**config.mk**
```make
export PLATFORM = sky130hd
export DESIGN_NAME = step_dir_microstep_sequencer
export DESIGN_NICKNAME = d
export VERILOG_FILES = /design/src/design/stepdir_pkg.sv /design/src/design/step_dir_microstep_sequencer.sv /design/src/design/input_sync.sv /design/src/design/quarter_sine.sv
export SDC_FILE = /design/constraint.sdc
export NUM_CORES = 1
export LEC_CHECK = 0
export BUFFER_PORTS_ARGS = -buffer_cell sky130_fd_sc_hd__buf_2
export CAP_MARGIN = 40
export CORE_ASPECT_RATIO = 1.75
export CORE_MARGIN = 1.5
export CORE_UTILIZATION = 35
export DETAILED_ROUTE_END_ITERATION = 10
export GPL_TIMING_DRIVEN = 0
export SETUP_SLACK_MARGIN = 0.1
export SLEW_MARGIN = 25
export SYNTH_ARGS = -nofsm -noshare
export SYNTH_HDL_FRONTEND = slang
export SYNTH_SLANG_ARGS = --single-unit
```
**constraint.sdc**
```tcl
create_clock -name ref_clk -period 12.1 [get_ports ref_clk]
set_input_delay 0.605 -clock ref_clk [delete_from_list [all_inputs] [get_ports ref_clk]]
set_output_delay 0.605 -clock ref_clk [all_outputs]
set_load 0.01 [all_outputs]
```
**src/design/stepdir_pkg.sv**
```systemverilog
/*
  Shared constants and types for the step and direction microstep sequencer:
  register offsets, field positions, reset values and interpolation counts.
  Assumes a single 20 MHz system clock; no other package is needed.
*/
package stepdir_pkg;

    // ==========================================================
    // Register map (byte offsets on the plain register port)
    localparam int          ADDR_W          = 4;
    localparam int          DATA_W          = 32;
    localparam logic [3:0]  ADDR_CTRL       = 4'h0;
    localparam logic [3:0]  ADDR_STATUS     = 4'h4;

    // ==========================================================
    // Drive control register fields
    localparam int          CTRL_DUAL_EDGE_BIT = 0;
    localparam int          CTRL_INTERP_BIT = 1;
    localparam int          CTRL_RES_LSB    = 4;
    localparam int          RES_W           = 4;
    localparam logic [3:0]  RES_RESET       = 4'h4;  // 16 positions per step
    localparam logic [3:0]  RES_FINEST      = 4'h8;  // 1 position per step

    // ==========================================================
    // Status register fields
    localparam int          STAT_STANDSTILL_BIT = 0;
    localparam int          STAT_POS_LSB    = 16;

    // ==========================================================
    // Position and interpolation
    localparam int          POS_W           = 10;
    localparam logic [9:0]  FULLSTEP_SIZE   = 10'h100;
    localparam logic [9:0]  QUARTER_TURN    = 10'h100;
    localparam int          INTERP_STEPS    = 16;
    localparam logic [4:0]  INTERP_LOAD     = 5'h10;
    localparam int          INTERP_SHIFT    = 4;     // divide period by 16
    localparam int          PERIOD_W        = 24;
    localparam int          INTERVAL_W      = 20;    // at most 2^20 cycles
    localparam int          STANDSTILL_CYC  = 1048576; // 2^20 system clocks
    localparam int          IDLE_W          = 21;

    // ==========================================================
    // Types
    typedef struct packed {
        logic [3:0] res;
        logic       interp;
        logic       dual_edge;
    } ctrl_s;

    typedef struct packed {
        logic signed [8:0] a;
        logic signed [8:0] b;
    } coil_s;

endpackage

```
**src/design/step_dir_microstep_sequencer.sv**
```systemverilog
/*
  Step and direction front end of a two-phase stepper driver: synchronised
  step and direction inputs, 10-bit microstep position, optional 16x
  interpolator, standstill detection and sine/cosine coil targets.
  Assumes a single 20 MHz ref_clk and a plain register port with
  read data one cycle after the read strobe.
*/
// Decided for this implementation: the plain strobed port and the address map.
`timescale 1ns/1ps
module step_dir_microstep_sequencer #(
    parameter int STANDSTILL_CYCLES = stepdir_pkg::STANDSTILL_CYC
) (
    // Clock and reset
    input  wire logic                            ref_clk,
    input  wire logic                            arst_n,
    // Register port
    input  wire logic [stepdir_pkg::ADDR_W-1:0]  reg_addr,
    input  wire logic [stepdir_pkg::DATA_W-1:0]  reg_wdata,
    input  wire logic                            reg_wr,
    input  wire logic                            reg_rd,
    output logic      [stepdir_pkg::DATA_W-1:0]  reg_rdata,
    // Step and direction pins
    input  wire logic                            step_in,
    input  wire logic                            dir_in,
    // Standalone configuration
    input  wire logic                            half_current_standstill,
    // Coil targets and status
    output stepdir_pkg::coil_s                   coil,
    output logic      [stepdir_pkg::POS_W-1:0]   microstep_position,
    output logic                                 standstill_flag
);

    // ==========================================================
    // Declarations
    stepdir_pkg::ctrl_s                      drive_control_register;
    logic [1:0]                              sync_q;
    logic                                    step_s;
    logic                                    dir_s;
    logic                                    step_prev_reg;
    logic                                    active_edge;
    logic [9:0]                              step_size;
    logic [4:0]                              pending_reg;
    logic                                    pend_dir_reg;
    logic [stepdir_pkg::INTERVAL_W-1:0]      interval_reg;
    logic [stepdir_pkg::INTERVAL_W-1:0]      tmr_reg;
    logic [stepdir_pkg::PERIOD_W-1:0]        period_reg;
    logic [stepdir_pkg::PERIOD_W-1:0]        period_div;
    logic [stepdir_pkg::IDLE_W-1:0]          idle_reg;
    logic                                    tick;
    logic signed [8:0]                       sine_a;
    logic signed [8:0]                       sine_b;
    logic                                    halve;

    assign step_s = sync_q[0];
    assign dir_s  = sync_q[1];

    // ==========================================================
    // Input synchronisation
    // Glitch filtering is left to the pads; only metastability is handled here
    input_sync #(
        .WIDTH (2)
    ) u_sync (
        .clk    (ref_clk),
        .arst_n (arst_n),
        .d      ({dir_in, step_in}),
        .q      (sync_q)
    );

    // Previous synchronised step level for edge detection
    always_ff @(posedge ref_clk or negedge arst_n) begin
        if (!arst_n) begin
            step_prev_reg <= 1'b0;
        end else begin
            step_prev_reg <= step_s;
        end
    end

    // Active edge selection
    always_comb begin
        if (drive_control_register.dual_edge) begin
            active_edge = step_s ^ step_prev_reg;
        end else begin
            active_edge = step_s & ~step_prev_reg;
        end
    end

    // ==========================================================
    // Register port
    // Drive control register written by software
    always_ff @(posedge ref_clk or negedge arst_n) begin
        if (!arst_n) begin
            drive_control_register <= '{res: stepdir_pkg::RES_RESET,
                                        interp: 1'b0, dual_edge: 1'b0};
        end else if (reg_wr && reg_addr == stepdir_pkg::ADDR_CTRL) begin
            drive_control_register.dual_edge <= reg_wdata[stepdir_pkg::CTRL_DUAL_EDGE_BIT];
            drive_control_register.interp    <= reg_wdata[stepdir_pkg::CTRL_INTERP_BIT];
            drive_control_register.res       <=
                reg_wdata[stepdir_pkg::CTRL_RES_LSB +: stepdir_pkg::RES_W];
        end
    end

    // Read data stands for one cycle only; unmapped reads give zero
    always_ff @(posedge ref_clk or negedge arst_n) begin
        if (!arst_n) begin
            reg_rdata <= '0;
        end else begin
            reg_rdata <= '0;
            if (reg_rd && reg_addr == stepdir_pkg::ADDR_CTRL) begin
                reg_rdata[stepdir_pkg::CTRL_DUAL_EDGE_BIT] <= drive_control_register.dual_edge;
                reg_rdata[stepdir_pkg::CTRL_INTERP_BIT] <= drive_control_register.interp;
                reg_rdata[stepdir_pkg::CTRL_RES_LSB +: stepdir_pkg::RES_W] <=
                    drive_control_register.res;
            end else if (reg_rd && reg_addr == stepdir_pkg::ADDR_STATUS) begin
                reg_rdata[stepdir_pkg::STAT_STANDSTILL_BIT] <= standstill_flag;
                reg_rdata[stepdir_pkg::STAT_POS_LSB +: stepdir_pkg::POS_W] <=
                    microstep_position;
            end
        end
    end

    // ==========================================================
    // Step size from resolution: 256 >> res, codes above 8 give 1
    always_comb begin
        if (drive_control_register.res > stepdir_pkg::RES_FINEST) begin
            step_size = 10'h001;
        end else begin
            step_size = stepdir_pkg::FULLSTEP_SIZE >> drive_control_register.res;
        end
    end

    // ==========================================================
    // Interpolator
    // Microstep due when the interval timer has run its course
    assign tick = (pending_reg != 5'h00) && (tmr_reg >= interval_reg);

    // Period since last active edge, saturating so interval stays capped
    always_ff @(posedge ref_clk or negedge arst_n) begin
        if (!arst_n) begin
            period_reg <= '1;
        end else if (active_edge) begin
            period_reg <= {{(stepdir_pkg::PERIOD_W-1){1'b0}}, 1'b1};
        end else if (period_reg != '1) begin
            period_reg <= period_reg + 1'b1;
        end
    end

    assign period_div = period_reg >> stepdir_pkg::INTERP_SHIFT;

    // Interval latched from the period just finished, used for the next one
    always_ff @(posedge ref_clk or negedge arst_n) begin
        if (!arst_n) begin
            interval_reg <= '1;
        end else if (active_edge) begin
            if (period_div[stepdir_pkg::INTERVAL_W-1:0] == '0) begin
                interval_reg <= {{(stepdir_pkg::INTERVAL_W-1){1'b0}}, 1'b1};
            end else begin
                interval_reg <= period_div[stepdir_pkg::INTERVAL_W-1:0];
            end
        end
    end

    // Interval timer restarts on every edge and every microstep
    always_ff @(posedge ref_clk or negedge arst_n) begin
        if (!arst_n) begin
            tmr_reg <= '0;
        end else if (active_edge || tick) begin
            tmr_reg <= {{(stepdir_pkg::INTERVAL_W-1){1'b0}}, 1'b1};
        end else if (tmr_reg != '1) begin
            tmr_reg <= tmr_reg + 1'b1;
        end
    end

    // Outstanding microsteps and their direction
    always_ff @(posedge ref_clk or negedge arst_n) begin
        if (!arst_n) begin
            pending_reg  <= 5'h00;
            pend_dir_reg <= 1'b0;
        end else if (!drive_control_register.interp) begin
            pending_reg  <= 5'h00;
        end else if (active_edge) begin
            pending_reg  <= stepdir_pkg::INTERP_LOAD;
            pend_dir_reg <= dir_s;
        end else if (tick) begin
            pending_reg  <= pending_reg - 5'h01;
        end
    end

    // ==========================================================
    // Microstep position
    // An early edge first completes the unfinished step: a small jump
    always_ff @(posedge ref_clk or negedge arst_n) begin
        if (!arst_n) begin
            microstep_position <= '0;
        end else if (active_edge && drive_control_register.interp) begin
            if (pend_dir_reg) begin
                microstep_position <= microstep_position - {5'h00, pending_reg};
            end else begin
                microstep_position <= microstep_position + {5'h00, pending_reg};
            end
        end else if (active_edge) begin
            if (dir_s) begin
                microstep_position <= microstep_position - step_size;
            end else begin
                microstep_position <= microstep_position + step_size;
            end
        end else if (tick) begin
            if (pend_dir_reg) begin
                microstep_position <= microstep_position - 10'h001;
            end else begin
                microstep_position <= microstep_position + 10'h001;
            end
        end
    end

    // ==========================================================
    // Standstill detection
    // Last count of the idle window; declared before the counter that uses it
    localparam logic [stepdir_pkg::IDLE_W-1:0] IDLE_MAX =
        stepdir_pkg::IDLE_W'(STANDSTILL_CYCLES - 1);

    // Idle counter saturates so a long stop cannot wrap and drop the flag
    always_ff @(posedge ref_clk or negedge arst_n) begin
        if (!arst_n) begin
            idle_reg <= '0;
        end else if (active_edge) begin
            idle_reg <= '0;
        end else if (idle_reg != IDLE_MAX) begin
            idle_reg <= idle_reg + 1'b1;
        end
    end

    // Edge clears; no active edge for the full window sets
    always_ff @(posedge ref_clk or negedge arst_n) begin
        if (!arst_n) begin
            standstill_flag <= 1'b0;
        end else if (active_edge) begin
            standstill_flag <= 1'b0;
        end else if (idle_reg == IDLE_MAX) begin
            standstill_flag <= 1'b1;
        end
    end

    // ==========================================================
    // Coil targets: coil A sine, coil B cosine (quarter turn ahead)
    quarter_sine u_sine_a (
        .angle (microstep_position),
        .value (sine_a)
    );

    quarter_sine u_sine_b (
        .angle (microstep_position + stepdir_pkg::QUARTER_TURN),
        .value (sine_b)
    );

    assign halve = half_current_standstill & standstill_flag;

    // Registered targets, halved at standstill when strapped for it
    always_ff @(posedge ref_clk or negedge arst_n) begin
        if (!arst_n) begin
            coil <= '0;
        end else if (halve) begin
            coil.a <= sine_a >>> 1;
            coil.b <= sine_b >>> 1;
        end else begin
            coil.a <= sine_a;
            coil.b <= sine_b;
        end
    end
endmodule

```
**src/design/input_sync.sv**
```systemverilog
/*
  Two flip-flop synchroniser for a group of level inputs.
  Assumes the inputs may change at any time relative to clk.
*/
`timescale 1ns/1ps
module input_sync #(
    parameter int WIDTH = 2
) (
    // Clock and reset
    input  wire logic             clk,
    input  wire logic             arst_n,
    // Levels in and out
    input  wire logic [WIDTH-1:0] d,
    output logic      [WIDTH-1:0] q
);

    logic [WIDTH-1:0] meta_reg;

    // First stage is read only by the second stage
    always_ff @(posedge clk or negedge arst_n) begin
        if (!arst_n) begin
            meta_reg <= '0;
            q        <= '0;
        end else begin
            meta_reg <= d;
            q        <= meta_reg;
        end
    end

endmodule

```
**src/design/quarter_sine.sv**
```systemverilog
/*
  Full-circle sine from a stored quarter wave of 256 entries, peak 248.
  Assumes a 10-bit angle: upper two bits pick the quadrant.
*/
`timescale 1ns/1ps
module quarter_sine (
    // Angle in
    input  wire logic [9:0]       angle,
    // Signed current target out
    output logic signed [8:0]     value
);

    // ==========================================================
    // Quarter wave, entry 0 in the lowest byte
    localparam logic [2047:0] QUARTER_TBL = {
        256'hF8F8F8F8F8F8F8F8F8F8F7F7F7F7F7F7F7F7F6F6F6F6F6F5F5F5F5F4F4F4F4F3,
        256'hF3F3F2F2F2F1F1F1F0F0F0EFEFEEEEEEEDEDECECEBEBEAEAE9E9E8E8E7E7E6E5,
        256'hE5E4E4E3E2E2E1E1E0DFDFDEDDDCDCDBDADAD9D8D7D7D6D5D4D4D3D2D1D0CFCF,
        256'hCECDCCCBCAC9C9C8C7C6C5C4C3C2C1C0BFBEBDBCBBBAB9B8B7B6B5B4B3B2B1B0,
        256'hAFAEADACAAA9A8A7A6A5A4A3A1A09F9E9D9C9A99989796949392918F8E8D8C8A,
        256'h89888785848381807F7E7C7B7A787776747372706F6D6C6B6968676564626160,
        256'h5E5D5B5A595756545351504F4D4C4A494746444341403E3D3C3A393736343331,
        256'h302E2D2B2A2827252422211F1E1C1B191816151311100E0D0B0A080705040201
    };

    logic [7:0] index;
    logic [7:0] mag;

    // Mirror the descending quarters, negate the lower half circle
    always_comb begin
        index = angle[8] ? ~angle[7:0] : angle[7:0];
        mag   = QUARTER_TBL[{index, 3'h0} +: 8];
        value = angle[9] ? -$signed({1'b0, mag}) : $signed({1'b0, mag});
    end

endmodule

```
==> out/qor.txt <==
status -> complete, no violations
CTS tree -> built
area used by multi-input combinational logic -> 9650 um2
cell taking the most area after synthesis -> dfrtp_1
Area Growth Syn to Fin -> 14.2%
height of the die -> 272 um
gpl congestion -> 1.09
total track usage -> 44.2%
crit-path max FO -> 10
vias per cell -> 6.63
post-synthesis cell count -> 1862
CP max stage delay -> 580 ps
Async S/R FF share, synth -> 100%
GRT overflow -> 0
DRC Markers -> 0
Max-Cap Viols -> 0
Critical Path RT -> 12440 ps
RSZ-0062 raised after global routing -> no
Setup Crit Path Kind -> reg -> reg
max reg flops -> 24
Worst Path Buf+Inv -> 10
Slew Viols, Final -> 0
Max-slew headroom -> 32.1%
first-pass GRT wire length -> 129000 um
sequential share of the synthesized area -> 25.9%
crit path launch type -> register
Layout Nets -> 2098
worst reg-to-reg setup slack -> 4580 ps
Synth top area share -> 17.7%
Horiz. Die Dim -> 157 um
worst-margin pin slew -> 1010 ps
Main synth FF type -> dfrtp_1
initial core utilization -> 35.4%
filler cell count -> 4234
IO Pins -> 104
TritonRoute pass-1 iters -> 6
# setup viols final -> 0
Worst EP arrival -> 7860 ps
nature of the critical path endpoint -> register
syn_area_per_cell -> 7.75 um2
CP Cell Sequence -> buf_4, buf_4, buf_6, buf_2, buf_1, buf_8, xnor2_1, ha_1, clkbuf_1, inv_1, ha_1, clkbuf_1, o21a_1, o32ai_1, a211oi_1, or3_1, clkbuf_1, nor3_1, and4_1, mux2_1, a211oi_1
Crit-path slowest cell -> ha_1
initial antenna violation count -> 12
Resized cells post-CTS -> 0
Area contributors post-synth -> dfrtp_1 18%, dfstp_2 8.2%, ha_1 5.9%, o21ai_0 5.4%, nor2_1 4.6%
post-synth cell types -> 97
clock slew at reported path FFs -> 80 ps
root buf cell -> clkbuf_16
most used cell, CP -> clkbuf_1
Sink Count -> 147
row cnt -> 98
fin crit period -> 7520 ps
post-DP HPWL -> 68900 um
port bufs -> 61
vias in the first global route -> 16740
die area -> 42500 um2
Synth Register Bits -> 147
crit share post-route -> 62.1%
DRT iter0 DRCs -> 1748
area of the core -> 40800 um2
CP delay by family, top -> buffers and inverters
Sequential Area -> 3730 um2
most frequent cells in the layout -> 175 x nor2_1, 156 x nand2_1, 155 x o21ai_0
type of the tightest min-delay check -> in -> async
post-CTS setup buffer count -> 0
Routed WL -> 92000 um
layout cell share with drive strength beyond 1 -> 17.2%
routed len/inst -> 35.9 um
TritonCTS Buffers -> 17
Max Fclk -> 133 MHz
WHS -> 80.7 ps
Skew-Pair Late Insertion Delay -> 450 ps
via count -> 16966
commonest non-fill, non-tap cell in the layout -> nor2_1
H-Tree Depth -> 4
Clock Tree Buf Depth -> 2
Setup TNS -> 0 ps
setup skew after layout -> 13.2 ps
largest net degree at the start of global routing -> 90
Antenna Violating Nets Remaining -> 0
Cell Area, Synth -> 14400 um2
EDFF count, synth -> 0
Post-CTS Hold Buffers -> 0
endpoints failing hold -> 0
Synth warnings -> 0
final cells by class:
cell class / count / area share [%]
Antenna cell: 10 / 0.152
Buffer: 170 / 5.64
Clock buffer: 18 / 2.60
Clock inverter: 14 / 0.948
Inverter: 70 / 1.59
Multi-Input combinational cell: 1490 / 58.5
Sequential cell: 147 / 22.6
Tap cell: 550 / 4.17
Timing Repair Buffer: 90 / 3.77
final timing paths:
kind / cells after the start / endpoint / from
min in group ref_clk: 1 / u_sync.meta_reg[1]$_DFF_PN0_ / dir_in
min reg2reg: 0 / u_sync.q[0]$_DFF_PN0_ / u_sync.meta_reg[0]$_DFF_PN0_
max reg2reg: 21 / coil[13]$_DFF_PN0_ / microstep_position[8]$_DFFE_PN0P_
max: 21 / coil[13]$_DFF_PN0_ / microstep_position[8]$_DFFE_PN0P_
min: 1 / idle_reg[4]$_DFFE_PN0P_ / arst_n
max in group asynchronous: 2 / period_reg[9]$_DFFE_PN1P_ / arst_n
synthesized netlist by cell type (all sizes together), types with 33 or more instances:
| master | number |
|---|---|
| nor3 | 35 |
| inv | 68 |
| nand2 | 156 |
| clkbuf | 60 |
| a21oi | 122 |
| dfstp | 45 |
| nor2 | 177 |
| nand3 | 57 |
| buf | 110 |
| xor2 | 41 |
| o21ai | 158 |
| dfrtp | 102 |
| nand2b | 47 |
| ha | 68 |
| xnor2 | 39 |
| nor2b | 44 |
| a211oi | 33 |
logic make-up after synthesis:
family	after synthesis	share of synthesized area, %
XOR/XNOR	80	4.85
adder cells (fa/ha/maj)	70	6.10
AND/OR/NAND/NOR	684	24.0
flip-flops	147	25.9
multiplexers	44	3.44
AO/OA/AOI/OAI	596	27.5
other	1	0.0260
buffers and inverters	240	8.24
per-layer routing:
metal	up-vias	part of all wire, %	GRT usage [%]
li1	7005	-	-
met1	8233	31	42.7
met2	1190	47	71.0
met3	532	9.1	15.9
met4	6	13	44.9
met5	-	0.093	0
through the flow:
step / utilization [%] / std cells / area [um2] / worst slack [ps]
final: 40.4 / 2559 / 16500 / 4580
after global routing: 40.3 / 2550 / 16500 / 4640
after CTS: 40.0 / 2541 / 16300 / 4990
after detailed placement: 38.6 / 2509 / 15800 / 5020
after global placement: 37.9 / 2488 / 15500 / 3950
after floorplan: - / 1877 / 14500 / 7270
Power is not shown: default switching activity piles up to over one toggle a cycle in this logic, so the estimate is an artifact.
